**config.mk**
```make
export PLATFORM = sky130hd
export DESIGN_NAME = tw_timer16
export DESIGN_NICKNAME = d
export VERILOG_FILES = /design/src/inc/tw_pkg.sv /design/src/verilog/tw_timer16.sv
export SDC_FILE = /design/constraint.sdc
export NUM_CORES = 1
export LEC_CHECK = 0
export ABC_CLOCK_PERIOD_IN_PS = 6860
export BUFFER_PORTS_ARGS = -buffer_cell sky130_fd_sc_hd__buf_2
export CAP_MARGIN = 0
export CORE_ASPECT_RATIO = 1.5
export CORE_MARGIN = 2
export CORE_UTILIZATION = 50
export DETAILED_ROUTE_END_ITERATION = 12
export PLACE_DENSITY_LB_ADDON = 0.2
export SKIP_LAST_GASP = 1
export SLEW_MARGIN = 20
export SYNTH_ARGS = -nofsm -noshare
export SYNTH_HDL_FRONTEND = slang
export SYNTH_SLANG_ARGS = --single-unit
```
**constraint.sdc**
```tcl
create_clock -name clk -period 6.86 [get_ports clk]
set_clock_uncertainty 0.2 [all_clocks]
set_input_delay 0 -clock clk [delete_from_list [all_inputs] [get_ports clk]]
set_output_delay 0 -clock clk [all_outputs]
set_load 0.01 [all_outputs]
```
**src/inc/tw_pkg.sv**
```systemverilog
package tw_pkg;

	// ------------------------------------------------------------
	// Register map (byte addresses)
	// ------------------------------------------------------------
	localparam int unsigned AW          = 8;
	localparam logic [7:0]  ADDR_CTRL   = 8'h00;
	localparam logic [7:0]  ADDR_FORCE  = 8'h04;
	localparam logic [7:0]  ADDR_COUNT  = 8'h08;
	localparam logic [7:0]  ADDR_CMPA   = 8'h0C;
	localparam logic [7:0]  ADDR_CMPB   = 8'h10;
	localparam logic [7:0]  ADDR_CAPT   = 8'h14;
	localparam logic [7:0]  ADDR_FLAGS  = 8'h18;

	// ------------------------------------------------------------
	// Field layout and reset values
	// ------------------------------------------------------------
	localparam int unsigned CTRL_WGM_LSB = 0;
	localparam int unsigned CTRL_COMA_LSB = 4;
	localparam int unsigned CTRL_COMB_LSB = 6;
	localparam int unsigned CTRL_CS_LSB  = 8;
	localparam int unsigned CTRL_W       = 11;
	localparam logic [10:0] CTRL_RST     = 11'h000;
	localparam int unsigned FRC_A        = 0;
	localparam int unsigned FRC_B        = 1;
	localparam int unsigned FLG_OVF      = 0;
	localparam int unsigned FLG_CMPA     = 1;
	localparam int unsigned FLG_CMPB     = 2;
	localparam int unsigned FLG_CAPT     = 3;
	localparam logic [15:0] VAL_RST      = 16'h0000;
	localparam logic [1:0]  RESP_OKAY    = 2'h0;
	localparam logic [1:0]  RESP_SLVERR  = 2'h2;

	// ------------------------------------------------------------
	// Counter limits and prescaler terminal counts
	// ------------------------------------------------------------
	localparam logic [15:0] TOP_MAX  = 16'hFFFF;
	localparam logic [15:0] TOP_8B   = 16'h00FF;
	localparam logic [15:0] TOP_9B   = 16'h01FF;
	localparam logic [15:0] TOP_10B  = 16'h03FF;
	localparam logic [9:0]  PS_DIV1  = 10'h000;
	localparam logic [9:0]  PS_DIV8  = 10'h007;
	localparam logic [9:0]  PS_DIV64 = 10'h03F;
	localparam logic [9:0]  PS_DIV256 = 10'h0FF;
	localparam logic [9:0]  PS_DIV1024 = 10'h3FF;

	typedef enum logic [3:0] {
		WGM_NORMAL   = 4'h0,
		WGM_CTC_A    = 4'h4,
		WGM_FPWM8    = 4'h5,
		WGM_FPWM9    = 4'h6,
		WGM_FPWM10   = 4'h7,
		WGM_CTC_CAP  = 4'hC,
		WGM_FPWM_CAP = 4'hE,
		WGM_FPWM_A   = 4'hF
	} tw_wgm_e;

	typedef enum logic [1:0] {
		COM_OFF    = 2'h0,
		COM_TOGGLE = 2'h1,
		COM_CLEAR  = 2'h2,
		COM_SET    = 2'h3
	} tw_com_e;

endpackage : tw_pkg

```
**src/verilog/tw_timer16.sv**
```systemverilog
// Summary of operation
// RQ1 - Reset clears internal waveform output state
// RQ2 - Nonzero output mode overrides port value
// RQ3 - Software enables pin direction before use
// RQ4 - Output mode never affects input capture
// RQ5 - Output mode zero leaves state unchanged
// RQ6 - New mode acts next match; force acts now
// RQ7 - Counting depends on waveform mode only
// RQ8 - Normal mode increments, wraps FFFF to zero
// RQ9 - Normal overflow flag sets when count zero
// RQ10 - Interrupt acknowledge clears overflow flag
// RQ11 - Counter writable anytime in normal mode
// RQ12 - Clear-on-match resets on compare A/capture
// RQ13 - Unbuffered TOP below count runs to wrap
// RQ14 - Reaching TOP sets compare A/capture flag
// RQ15 - Mode one toggles channel A each match
// RQ16 - Prescaler divides by 1,8,64,256,1024
// RQ17 - Clear-on-match overflow only at FFFF rollover
// RQ18 - Fast PWM counts bottom to TOP, restarts
// RQ19 - Fast PWM set/clear on match and TOP
// RQ20 - Fast PWM TOP fixed or register, then clear
// RQ21 - Software keeps register TOP at least 3
// RQ22 - Fast PWM match sets channel compare flag
// RQ23 - Fast PWM compare A buffered, loaded at TOP
// RQ24 - Fast PWM TOP sets overflow, TOP-defining flag
// RQ25 - Force acts like match without flags
// RQ26 - Fast PWM modes two/three: normal/inverted; code makes mode two inverted, mode three normal
// RQ27 - Non-PWM modes two clear, three set
// RQ28 - Four-bit waveform mode; other codes reserved
`timescale 1ns/1ps
`default_nettype none

module tw_timer16 import tw_pkg::*; (
	// Clock and reset
	input  wire logic        clk,
	input  wire logic        rstn,
	// AXI4-Lite write address
	input  wire logic [AW-1:0] s_axi_awaddr,
	input  wire logic        s_axi_awvalid,
	output logic             s_axi_awready,
	// AXI4-Lite write data
	input  wire logic [31:0] s_axi_wdata,
	input  wire logic [3:0]  s_axi_wstrb,
	input  wire logic        s_axi_wvalid,
	output logic             s_axi_wready,
	// AXI4-Lite write response
	output logic [1:0]       s_axi_bresp,
	output logic             s_axi_bvalid,
	input  wire logic        s_axi_bready,
	// AXI4-Lite read address
	input  wire logic [AW-1:0] s_axi_araddr,
	input  wire logic        s_axi_arvalid,
	output logic             s_axi_arready,
	// AXI4-Lite read data
	output logic [31:0]      s_axi_rdata,
	output logic [1:0]       s_axi_rresp,
	output logic             s_axi_rvalid,
	input  wire logic        s_axi_rready,
	// Interrupt controller
	input  wire logic        ovf_int_ack,
	output logic [3:0]       flags_o,
	// Capture input pin
	input  wire logic        capture_pin,
	// General port logic
	input  wire logic        port_a_value,
	input  wire logic        channel_a_pin_direction,
	input  wire logic        port_b_value,
	input  wire logic        channel_b_pin_direction,
	// Waveform pins
	output logic             pin_a_o,
	output logic             pin_a_oe,
	output logic             pin_b_o,
	output logic             pin_b_oe
);

	// ------------------------------------------------------------
	// Functions
	// ------------------------------------------------------------
	function automatic logic [31:0] merge(
		input logic [31:0] old,
		input logic [31:0] data,
		input logic [3:0]  strb
	);
		logic [31:0] r;
		r = old;
		for (int i = 0; i < 4; i++) begin
			if (strb[i]) begin
				r[i*8 +: 8] = data[i*8 +: 8];
			end
		end
		return r;
	endfunction : merge

	// Next waveform output state of one channel
	function automatic logic out_next(
		input logic       st,
		input logic [1:0] com,
		input logic       pwm,
		input logic       hit,
		input logic       top_hit,
		input logic       tog_ok
	);
		logic r;
		r = st;
		if (!pwm) begin
			if (hit) begin
				case (com)
					COM_TOGGLE: r = ~st;               // RQ15
					COM_CLEAR:  r = 1'b0;              // RQ27
					COM_SET:    r = 1'b1;              // RQ27
					default:    r = st;                // RQ5
				endcase
			end
		end else if (hit) begin
			case (com)
				COM_CLEAR: r = 1'b1;                   // RQ19 RQ26
				COM_SET:   r = 1'b0;                   // RQ19 RQ26
				COM_TOGGLE: r = tog_ok ? ~st : st;
				default:   r = st;                     // RQ5
			endcase
		end else if (top_hit) begin
			case (com)
				COM_CLEAR: r = 1'b0;                   // RQ19
				COM_SET:   r = 1'b1;                   // RQ19
				default:   r = st;
			endcase
		end
		return r;
	endfunction : out_next

	// ------------------------------------------------------------
	// Reset synchroniser
	// ------------------------------------------------------------
	logic rst_s1_q;
	logic rst_ok_q;

	always_ff @(posedge clk or negedge rstn) begin
		if (!rstn) begin
			rst_s1_q <= 1'b0;
			rst_ok_q <= 1'b0;
		end else begin
			rst_s1_q <= 1'b1;
			rst_ok_q <= rst_s1_q;
		end
	end

	// ------------------------------------------------------------
	// Register state
	// ------------------------------------------------------------
	logic [CTRL_W-1:0] ctrl_q;
	logic [15:0]       cnt_q;
	logic [15:0]       cnt_d;
	logic [15:0]       cmpa_buf_q;
	logic [15:0]       cmpa_act_q;
	logic [15:0]       cmpa_act_d;
	logic [15:0]       cmpb_q;
	logic [15:0]       capt_q;
	logic [15:0]       capt_d;
	logic [3:0]        flag_q;
	logic [3:0]        flag_d;
	logic              block_q;
	logic              out_a_q;
	logic              out_b_q;
	logic [9:0]        ps_q;
	logic [2:0]        cap_sync_q;

	// ------------------------------------------------------------
	// AXI4-Lite slave
	// ------------------------------------------------------------
	logic [AW-1:0] awaddr_q;
	logic [AW-1:0] araddr_q;
	logic [31:0]   wdata_q;
	logic [3:0]    wstrb_q;
	logic          aw_full_q;
	logic          w_full_q;
	logic          ar_full_q;

	wire aw_hs = s_axi_awvalid & s_axi_awready;
	wire w_hs  = s_axi_wvalid & s_axi_wready;
	wire ar_hs = s_axi_arvalid & s_axi_arready;
	wire wr_en = aw_full_q & w_full_q & ~s_axi_bvalid;
	wire rd_en = ar_full_q & ~s_axi_rvalid;

	wire wr_ctrl  = wr_en & (awaddr_q == ADDR_CTRL);
	wire wr_force = wr_en & (awaddr_q == ADDR_FORCE);
	wire wr_count = wr_en & (awaddr_q == ADDR_COUNT);
	wire wr_cmpa  = wr_en & (awaddr_q == ADDR_CMPA);
	wire wr_cmpb  = wr_en & (awaddr_q == ADDR_CMPB);
	wire wr_capt  = wr_en & (awaddr_q == ADDR_CAPT);
	wire wr_flags = wr_en & (awaddr_q == ADDR_FLAGS);
	wire wr_hit   = wr_ctrl | wr_force | wr_count | wr_cmpa
	              | wr_cmpb | wr_capt | wr_flags;

	wire [31:0] wr_count_v = merge({16'h0000, cnt_q}, wdata_q, wstrb_q);
	wire [31:0] wr_ctrl_v  = merge({21'h00000, ctrl_q}, wdata_q, wstrb_q);
	wire [31:0] wr_cmpa_v  = merge({16'h0000, cmpa_buf_q}, wdata_q,
	                               wstrb_q);
	wire [31:0] wr_cmpb_v  = merge({16'h0000, cmpb_q}, wdata_q, wstrb_q);
	wire [31:0] wr_capt_v  = merge({16'h0000, capt_q}, wdata_q, wstrb_q);
	wire [3:0]  frc_bits   = wstrb_q[0] ? wdata_q[3:0] : 4'h0;
	wire [3:0]  clr_bits   = (wr_flags & wstrb_q[0]) ? wdata_q[3:0]
	                                                 : 4'h0;

	logic [31:0] rd_val;
	logic        rd_ok;

	always_comb begin
		rd_val = 32'h00000000;
		rd_ok  = 1'b1;
		case (araddr_q)
			ADDR_CTRL:  rd_val = {21'h00000, ctrl_q};
			ADDR_FORCE: rd_val = 32'h00000000;
			ADDR_COUNT: rd_val = {16'h0000, cnt_q};
			ADDR_CMPA:  rd_val = {16'h0000, cmpa_buf_q};
			ADDR_CMPB:  rd_val = {16'h0000, cmpb_q};
			ADDR_CAPT:  rd_val = {16'h0000, capt_q};
			ADDR_FLAGS: rd_val = {28'h0000000, flag_q};
			default:    rd_ok  = 1'b0;
		endcase
	end

	always_ff @(posedge clk or negedge rst_ok_q) begin
		if (!rst_ok_q) begin
			s_axi_awready <= 1'b1;
			s_axi_wready  <= 1'b1;
			s_axi_arready <= 1'b1;
			s_axi_bvalid  <= 1'b0;
			s_axi_bresp   <= RESP_OKAY;
			s_axi_rvalid  <= 1'b0;
			s_axi_rresp   <= RESP_OKAY;
			s_axi_rdata   <= 32'h00000000;
			aw_full_q     <= 1'b0;
			w_full_q      <= 1'b0;
			ar_full_q     <= 1'b0;
			awaddr_q      <= 8'h00;
			araddr_q      <= 8'h00;
			wdata_q       <= 32'h00000000;
			wstrb_q       <= 4'h0;
		end else begin
			if (aw_hs) begin
				awaddr_q      <= s_axi_awaddr;
				aw_full_q     <= 1'b1;
				s_axi_awready <= 1'b0;
			end
			if (w_hs) begin
				wdata_q      <= s_axi_wdata;
				wstrb_q      <= s_axi_wstrb;
				w_full_q     <= 1'b1;
				s_axi_wready <= 1'b0;
			end
			if (wr_en) begin
				aw_full_q    <= 1'b0;
				w_full_q     <= 1'b0;
				s_axi_bvalid <= 1'b1;
				s_axi_bresp  <= wr_hit ? RESP_OKAY : RESP_SLVERR;
			end
			if (s_axi_bvalid & s_axi_bready) begin
				s_axi_bvalid  <= 1'b0;
				s_axi_awready <= 1'b1;
				s_axi_wready  <= 1'b1;
			end
			if (ar_hs) begin
				araddr_q      <= s_axi_araddr;
				ar_full_q     <= 1'b1;
				s_axi_arready <= 1'b0;
			end
			if (rd_en) begin
				ar_full_q    <= 1'b0;
				s_axi_rvalid <= 1'b1;
				s_axi_rdata  <= rd_val;
				s_axi_rresp  <= rd_ok ? RESP_OKAY : RESP_SLVERR;
			end
			if (s_axi_rvalid & s_axi_rready) begin
				s_axi_rvalid  <= 1'b0;
				s_axi_arready <= 1'b1;
			end
		end
	end

	// ------------------------------------------------------------
	// Mode decode
	// ------------------------------------------------------------
	wire [3:0] wgm   = ctrl_q[CTRL_WGM_LSB +: 4];             // RQ28
	wire [1:0] com_a = ctrl_q[CTRL_COMA_LSB +: 2];
	wire [1:0] com_b = ctrl_q[CTRL_COMB_LSB +: 2];
	wire [2:0] cs    = ctrl_q[CTRL_CS_LSB +: 3];

	wire is_ctc  = (wgm == WGM_CTC_A) | (wgm == WGM_CTC_CAP);
	wire is_pwm  = (wgm == WGM_FPWM8) | (wgm == WGM_FPWM9)
	             | (wgm == WGM_FPWM10) | (wgm == WGM_FPWM_CAP)
	             | (wgm == WGM_FPWM_A);                      // RQ18
	wire top_cap = (wgm == WGM_CTC_CAP) | (wgm == WGM_FPWM_CAP);
	wire top_a   = (wgm == WGM_CTC_A) | (wgm == WGM_FPWM_A);

	logic [15:0] top_v;

	always_comb begin
		case (wgm)
			WGM_FPWM8:   top_v = TOP_8B;                      // RQ20
			WGM_FPWM9:   top_v = TOP_9B;                      // RQ20
			WGM_FPWM10:  top_v = TOP_10B;                     // RQ20
			WGM_CTC_A,
			WGM_FPWM_A:  top_v = cmpa_act_q;                  // RQ12 RQ20
			WGM_CTC_CAP,
			WGM_FPWM_CAP: top_v = capt_q;                     // RQ12 RQ20
			default:     top_v = TOP_MAX;                     // RQ8
		endcase
	end

	// ------------------------------------------------------------
	// Prescaler
	// ------------------------------------------------------------
	logic [9:0] ps_lim;

	always_comb begin
		case (cs)
			3'h1:    ps_lim = PS_DIV1;                        // RQ16
			3'h2:    ps_lim = PS_DIV8;                        // RQ16
			3'h3:    ps_lim = PS_DIV64;                       // RQ16
			3'h4:    ps_lim = PS_DIV256;                      // RQ16
			default: ps_lim = PS_DIV1024;                     // RQ16
		endcase
	end

	wire run  = (cs != 3'h0) & (cs < 3'h6);
	wire tick = run & (ps_q == ps_lim);

	always_ff @(posedge clk or negedge rst_ok_q) begin
		if (!rst_ok_q) begin
			ps_q <= 10'h000;
		end else begin
			ps_q <= (tick | ~run) ? 10'h000 : ps_q + 10'h001;
		end
	end

	// ------------------------------------------------------------
	// Counter, matches and flags
	// ------------------------------------------------------------
	wire at_top  = (cnt_q == top_v);
	wire at_max  = (cnt_q == TOP_MAX);
	wire restart = tick & (is_ctc | is_pwm) & at_top;     // RQ12 RQ13
	wire match_a = tick & ~block_q & (cnt_q == cmpa_act_q);
	wire match_b = tick & ~block_q & (cnt_q == cmpb_q);
	wire top_hit = tick & at_top & ~block_q;
	wire ovf_set = is_pwm ? restart                         // RQ24
	                      : tick & at_max;                  // RQ9 RQ17
	wire cap_set = top_cap ? top_hit & (is_ctc | is_pwm)    // RQ14 RQ24
	                       : cap_sync_q[1] & ~cap_sync_q[2];
	wire frc_a   = wr_force & frc_bits[FRC_A] & ~is_pwm;    // RQ6
	wire frc_b   = wr_force & frc_bits[FRC_B] & ~is_pwm;    // RQ6
	wire tog_a   = (wgm == WGM_FPWM_A);

	always_comb begin
		cnt_d = restart ? VAL_RST : cnt_q + 16'h0001;       // RQ8 RQ18
		if (!tick) begin
			cnt_d = cnt_q;
		end
		if (wr_count) begin
			cnt_d = wr_count_v[15:0];                       // RQ11
		end
	end

	always_comb begin
		cmpa_act_d = cmpa_act_q;
		if (!is_pwm) begin
			cmpa_act_d = cmpa_buf_q;                        // RQ13
		end else if (restart) begin
			cmpa_act_d = cmpa_buf_q;                        // RQ23
		end
	end

	always_comb begin
		capt_d = capt_q;
		if (!top_cap && cap_set) begin
			capt_d = cnt_q;                                 // RQ4
		end
		if (wr_capt) begin
			capt_d = wr_capt_v[15:0];
		end
	end

	always_comb begin
		flag_d = flag_q & ~clr_bits;
		if (ovf_int_ack) begin
			flag_d[FLG_OVF] = 1'b0;                         // RQ10
		end
		flag_d[FLG_OVF]  = flag_d[FLG_OVF] | ovf_set;       // RQ9
		flag_d[FLG_CMPA] = flag_d[FLG_CMPA] | match_a       // RQ22
		                 | (top_a & top_hit);               // RQ14
		flag_d[FLG_CMPB] = flag_d[FLG_CMPB] | match_b;      // RQ22
		flag_d[FLG_CAPT] = flag_d[FLG_CAPT] | cap_set;
	end

	always_ff @(posedge clk or negedge rst_ok_q) begin
		if (!rst_ok_q) begin
			ctrl_q     <= CTRL_RST;
			cnt_q      <= VAL_RST;
			cmpa_buf_q <= VAL_RST;
			cmpa_act_q <= VAL_RST;
			cmpb_q     <= VAL_RST;
			capt_q     <= VAL_RST;
			flag_q     <= 4'h0;
			block_q    <= 1'b0;
			cap_sync_q <= 3'h0;
		end else begin
			if (wr_ctrl) begin
				ctrl_q <= wr_ctrl_v[CTRL_W-1:0];            // RQ6 RQ7
			end
			if (wr_cmpa) begin
				cmpa_buf_q <= wr_cmpa_v[15:0];
			end
			if (wr_cmpb) begin
				cmpb_q <= wr_cmpb_v[15:0];
			end
			cnt_q      <= cnt_d;
			cmpa_act_q <= cmpa_act_d;
			capt_q     <= capt_d;
			flag_q     <= flag_d;
			block_q    <= wr_count | (block_q & ~tick);
			cap_sync_q <= {cap_sync_q[1:0], capture_pin};
		end
	end

	// ------------------------------------------------------------
	// Waveform output state and pin override
	// ------------------------------------------------------------
	always_ff @(posedge clk or negedge rst_ok_q) begin
		if (!rst_ok_q) begin
			out_a_q  <= 1'b0;                               // RQ1
			out_b_q  <= 1'b0;                               // RQ1
			pin_a_o  <= 1'b0;
			pin_a_oe <= 1'b0;
			pin_b_o  <= 1'b0;
			pin_b_oe <= 1'b0;
			flags_o  <= 4'h0;
		end else begin
			out_a_q  <= out_next(out_a_q, com_a, is_pwm,
			                     match_a | frc_a, top_hit,
			                     tog_a);                     // RQ25
			out_b_q  <= out_next(out_b_q, com_b, is_pwm,
			                     match_b | frc_b, top_hit,
			                     1'b0);                      // RQ25
			pin_a_o  <= (com_a != COM_OFF) ? out_a_q
			                               : port_a_value;   // RQ2
			pin_b_o  <= (com_b != COM_OFF) ? out_b_q
			                               : port_b_value;   // RQ2
			pin_a_oe <= channel_a_pin_direction;            // RQ2 RQ3
			pin_b_oe <= channel_b_pin_direction;            // RQ2 RQ3
			flags_o  <= flag_q;
		end
	end

endmodule : tw_timer16

`default_nettype wire

```
==> results_dict.tcl, run 1 <==
set metrics [dict create \
    netlist_instances 953 \
    design_area_um2 11400 \
    ys_types 72 \
    drc_errors 0 \
    rr_worst_depth 9 \
    post_cts_resized 0 \
    drive_gt1_share_pct 21.8 \
    leakagePower_nw 5.35 \
    synth_area_um2 9750 \
    post_cts_buffers 0 \
    die_w_um 118 \
    cts_tree "done" \
    synth_ff_type "dfrtp_1" \
    cts.sinks 181 \
    slowest_delay_ps 780 \
    dp.cells 1234 \
    holdBufCountCts 53 \
    seq_area_frac_synth_pct 46.5 \
    wl_per_cell_um 20.2 \
    start_util_pct 50.9 \
    vias 7791 \
    outcome "complete, no violations" \
    core_um2 19200 \
    antenna_found_initial 0 \
    grt_first_pass_wirelength_um 43000 \
    dr.first_iter.drc_count 730 \
    clk_latency_ps 440 \
    synth_top_area_share_pct 45.7 \
    detail_route.first_pass.iterations 5 \
    critPathArrivalTime_ps 4380 \
    worstPathMaxFanout 22 \
    grt_max_degree 80 \
    core.rowCount 62 \
    cts.clk_slew.worst_paths_ps 70 \
    tns_ps 0 \
    root_buffer "clkbuf_16" \
    dpl_cell_area_um2 10200 \
    vias_per_cell 5.90 \
    worst_pin_slew_ps 1070 \
    final_max_slew_viol_count 0 \
    routabilityCongestion 0.898 \
    required_ps 6980 \
    maxCapViolations 0 \
    port_buffers 77 \
    synth_common_cells "178 x dfrtp_1, 94 x nand2_1, 89 x mux2_2, 62 x o21ai_0" \
    syn_avg_cell_area_um2 10.2 \
    fill_cells 1637 \
    criticalPathCategory "register to register" \
    grt_use_total_pct 26.9 \
    finish.utilization_pct 59.4 \
    period_share_pct 62.0 \
    yosys-top-cells-area "dfrtp_1 46%, mux2_2 10%, xor2_1 4.2%" \
    peakVddDrop_uv 232 \
    clockBufferDepth 2 \
    setup_viol 0 \
    grt.overflow.total 0 \
    numCtsBuffers 17 \
    min_period_ps 4250 \
    relSlewSlack_pct 28.6 \
    stdcell_count 1321 \
    hpwlAfterDp_um 18000 \
    p_per_area_nw_per_um2 287 \
    hold_viol_final 0 \
    ant_nets 0 \
    synthArstFlopShare_pct 100 \
    n_antenna_cell 0 \
    holdWs_ps 65.6 \
    synth_top_cell_by_area "dfrtp_1" \
    ios 114 \
    synth.most_common_cell "dfrtp_1" \
    yosysWarnings 0 \
    synth_seq_cells 181 \
    reg2reg_slack_ps 2610 \
    dieArea_um2 20700 \
    cts_max_level 4 \
    worst_path_max_delay_cell "dfrtp_1" \
    rsz0062_at_grt "no" \
    die_h_um 175 \
    hold_class "register to asynchronous set/reset pin" \
    start_kind "register" \
    first_global_vias 7753 \
    end_kind "register" \
    totalWireLength_um 26600 \
    max_freq_mhz 235 \
    synth-edff-count 0 \
    crit_chain "buf_4 > nor3b_1 > or4_4 > o41ai_2 > a211oi_1 > or4b_4 > or2_1 > nand2_2 > mux2_2" \
    fin_nets 1120 \
    area_delta_synth_final_pct 16.7 \
]
==> per-layer routing <==
metal,routed length (um),global-route usage (%),part of all wire (%),vias up
met2,13300,45.6,50,304
met1,10900,33.8,41,3797
met3,1350,3.72,5.1,66
met5,0,0,0,-
met4,1110,13.4,4.2,0
li1,-,-,-,3624
==> worst paths after layout <==
check / startpoint / end
setup / recovery: ctrl_q[3] / cmpa_act_q[3]
hold / removal: rst_ok_q / wstrb_q[0]
setup reg to reg: ctrl_q[3] / cmpa_act_q[3]
hold reg to reg: rst_ok_q / wstrb_q[0]
max in group asynchronous: rst_ok_q / cmpa_act_q[8]
min in group clk: s_axi_bready / s_axi_bvalid
==> cell families (layout without fill, tap and decap cells) <==
family	count (synthesis)	in the layout	synth area share (%)
compound gates	181	181	12.4
xor+xnor	52	52	4.67
fa+ha+maj	3	3	0.385
buf+inv	102	197	4.85
flops	181	181	46.5
mux	121	121	13.6
other cells	2	19	0.0770
simple gates	311	311	17.5
==> flip-flops by register name, summed over array words and instances, names as in the netlist, 3 cells and up <==
register / cells
awaddr_q: 8
wdata_q: 16
cap_sync_q: 3
ps_q: 10
cmpa_buf_q: 16
cmpb_q: 16
capt_q: 16
ctrl_q: 11
s_axi_rdata: 16
cnt_q: 16
araddr_q: 8
flags_o: 4
cmpa_act_q: 16
flag_q: 4
==> placed cells by master, fill, tap and decap left out, drive strengths merged, types with 10 or more instances in the layout <==
cell type    instances
or2                 11
o211ai              12
and3                13
mux2                92
a22oi               10
nor2                34
inv                 29
dlygate4sd3         53
clkbuf              18
a21oi               29
buf                 90
conb                19
and4b               10
xor2                47
nand3               30
nand2               95
nor4                22
o21ai               63
dfrtp              178
a221oi              16
nor3                14
mux2i               29
nor2b               10
or4                 11
==> critical path, delay by kind of cell, from the launching register on <==
family / cells / cell delay [ps]
and+or+nand+nor: 5 / 1980
DFF: 1 / 780
AOI/OAI and AO/OA: 2 / 430
buffers and inverters: 1 / 340
muxes: 1 / 400
==> per-stage QoR <==
step / setup slack [ps] / power (W)
finish: 2610 / 0.00327
global route: 2420 / 0.00344
CTS: 2620 / 0.00326
detailed placement: 2630 / 0.00228
global placement: 2700 / 0.00226
floorplan: 1250 / 0.00202
==> power breakdown <==
group | internal (W) | switching (W) | total [W] | leakage (nW)
Clock | 0.000510 | 0.000444 | 0.000954 | 0.268
Sequential | 0.00127 | 0.000335 | 0.00161 | 2.37
Combinational | 0.000363 | 0.000342 | 0.000705 | 2.71
==> layout make-up <==
type	instances	area [um2]	area share, %
well taps	256	320	2.82
clock buffers	18	429	3.77
multi-input cells	687	4810	42.3
flip-flops and latches	181	4540	39.9
inverters	22	82.6	0.726
clock inverters	14	140	1.23
repair buffers	143	1050	9.26
Power figures use the tool's default switching activity.
==> run 2, diff against run 1 <==
--- a/config.mk
+++ b/config.mk
@@ -5,7 +5,7 @@
 export SDC_FILE = /design/constraint.sdc
 export NUM_CORES = 1
 export LEC_CHECK = 0
-export ABC_CLOCK_PERIOD_IN_PS = 6860
+export ABC_CLOCK_PERIOD_IN_PS = 3500
 export BUFFER_PORTS_ARGS = -buffer_cell sky130_fd_sc_hd__buf_2
 export CAP_MARGIN = 0
 export CORE_ASPECT_RATIO = 1.5
==> constraint.sdc (replaced) <==
create_clock -name clk -period 3.5 [get_ports clk]
set_clock_uncertainty 0.2 [all_clocks]
set_input_delay 0 -clock clk [delete_from_list [all_inputs] [get_ports clk]]
set_output_delay 0 -clock clk [all_outputs]
set_load 0.01 [all_outputs]
==> results_dict.tcl, run 2 (synthesis results as in run 1) <==
set metrics [dict create \
    end_kind "register" \
    min_period_ps 3390 \
    cts.clk_slew.worst_paths_ps 70 \
    detail_route.first_pass.iterations 5 \
    hold_class "primary input to register" \
    combPwrFrac_pct 24.5 \
    die_w_um 118 \
    hpwlAfterDp_um 19600 \
    max_freq_mhz 295 \
    ant_nets 0 \
    grt.overflow.total 0 \
    vias 8080 \
    totalWireLength_um 27600 \
    required_ps 3620 \
    core_um2 19200 \
    fin_ws_ps 108 \
    dieArea_um2 20700 \
    root_buffer "clkbuf_16" \
    cts.sinks 181 \
    clockBufferDepth 2 \
    mostFrequentLayoutCells "174 x dfrtp_1, 94 x nand2_1, 89 x mux2_2" \
    antenna_found_initial 0 \
    dr.first_iter.drc_count 760 \
    routabilityCongestion 0.930 \
    fill_cells 1593 \
    power_frac_clock_pct 28.7 \
    peakVddDrop_uv 482 \
    leakagePower_nw 5.65 \
    outcome "complete, no violations" \
    finish.utilization_pct 61.9 \
    ios 114 \
    numCtsBuffers 17 \
    maxCapViolations 0 \
    start_kind "register" \
    worst_pin_slew_ps 1100 \
    drc_errors 0 \
    criticalPathCategory "register to register" \
    start_util_pct 50.9 \
    grt_max_degree 76 \
    period_share_pct 96.9 \
    port_buffers 77 \
    grt_first_pass_wirelength_um 43600 \
    area_delta_synth_final_pct 21.8 \
    critPathArrivalTime_ps 3520 \
    grt_use_total_pct 27.1 \
    worstPathMaxFanout 7 \
    first_global_vias 8004 \
    die_h_um 175 \
    stdcell_count 1366 \
    hold_viol_final 0 \
    final_common_cell "dfrtp_1" \
    setup_viol 0 \
    n_antenna_cell 0 \
    place_ws_ps -35.0 \
    seqPwrFrac_pct 46.7 \
    p_switching_w 0.00229 \
    cts_max_level 4 \
    fin_nets 1165 \
    cts_tree "done" \
    vias_per_cell 5.92 \
    holdWs_ps 94.1 \
    relSlewSlack_pct 26.5 \
    final_max_slew_viol_count 0 \
    drive_gt1_share_pct 26.5 \
    dp.cells 1272 \
    switching_share_pct 34.7 \
    core.rowCount 62 \
    p_int_w 0.00431 \
    clk_latency_ps 440 \
    p_per_area_nw_per_um2 557 \
    wl_per_cell_um 20.2 \
]
## run 2: cell types whose count changed in the layout (fill, tap and decap cells not counted), moves of 3 or more
cell,before,now
inv_6,5,8
clkinvlp_4,4,1
dfrtp_2,0,3
or4_4,2,5
buf_12,0,4
dfrtp_1,177,174
buf_4,11,49
## run 2: worst paths after layout
path,start,end,slack [ps],depth (start not counted)
hold / removal,s_axi_bready,s_axi_bvalid,90,3
setup reg to reg,ctrl_q[0],cnt_q[0],110,8
hold reg to reg,rst_ok_q,ar_full_q,110,0
max in group asynchronous,rst_ok_q,ctrl_q[1],2160,1
setup / recovery,ctrl_q[0],cnt_q[0],110,8
min in group asynchronous,rst_ok_q,ar_full_q,110,0
## run 2: critical path, cell delays in order, from the launching register on
cell      delay, ps
dfrtp_2         460
or3_4           420
buf_4           150
o221ai_1        200
xor2_1          110
or4_1           420
or4_4           460
or4_4           620
a31o_1          240
## run 2: stage by stage
stage	cell area (um2)	power (W)	TNS [ps]
floorplan	9810	0.00396	0
global placement	10600	0.00455	0
detailed placement	10600	0.00459	-91.5
CTS	11700	0.00656	-3.59
global route	11900	0.00693	-9.85
finish	11900	0.00661	0
## run 2: final cells by class
| cell class | count | area [um2] | share of cell area, % |
|---|---|---|---|
| multi-input cells | 689 | 4920 | 41.5 |
| flip-flops and latches | 181 | 4540 | 38.3 |
| repair buffers | 186 | 1420 | 11.9 |
| clock buffers | 17 | 425 | 3.58 |
| well taps | 256 | 320 | 2.70 |
| clock inverters | 15 | 161 | 1.36 |
| inverters | 22 | 82.6 | 0.696 |
## run 2: repair_timing
action,in CTS,in global routing
gates cloned,0,3
hold buffers,53,0
hold endpoints to repair,49,0
pin swaps,0,8
setup endpoints to repair,9,34
gates resized for setup,1,24
setup buffers,0,6
## run 2: per-layer routing
| layer | routed length (um) | up-vias | track usage (%) | share of wire [%] |
|---|---|---|---|---|
| met1 | 11100 | 3972 | 34.0 | 40 |
| li1 | - | 3724 | - | - |
| met3 | 1430 | 61 | 3.92 | 5.2 |
| met2 | 14000 | 323 | 45.9 | 51 |
| met4 | 1070 | 0 | 13.2 | 3.9 |
| met5 | 0 | - | 0 | 0 |
## run 2: power by group through the flow
stage | Sequential, W | Combinational (W) | Clock [W]
finish | 0.00309 | 0.00162 | 0.00190
global route | 0.00314 | 0.00178 | 0.00201
CTS | 0.00306 | 0.00156 | 0.00194
detailed placement | 0.00310 | 0.00149 | 0
global placement | 0.00308 | 0.00146 | 0
floorplan | 0.00285 | 0.00112 | 0
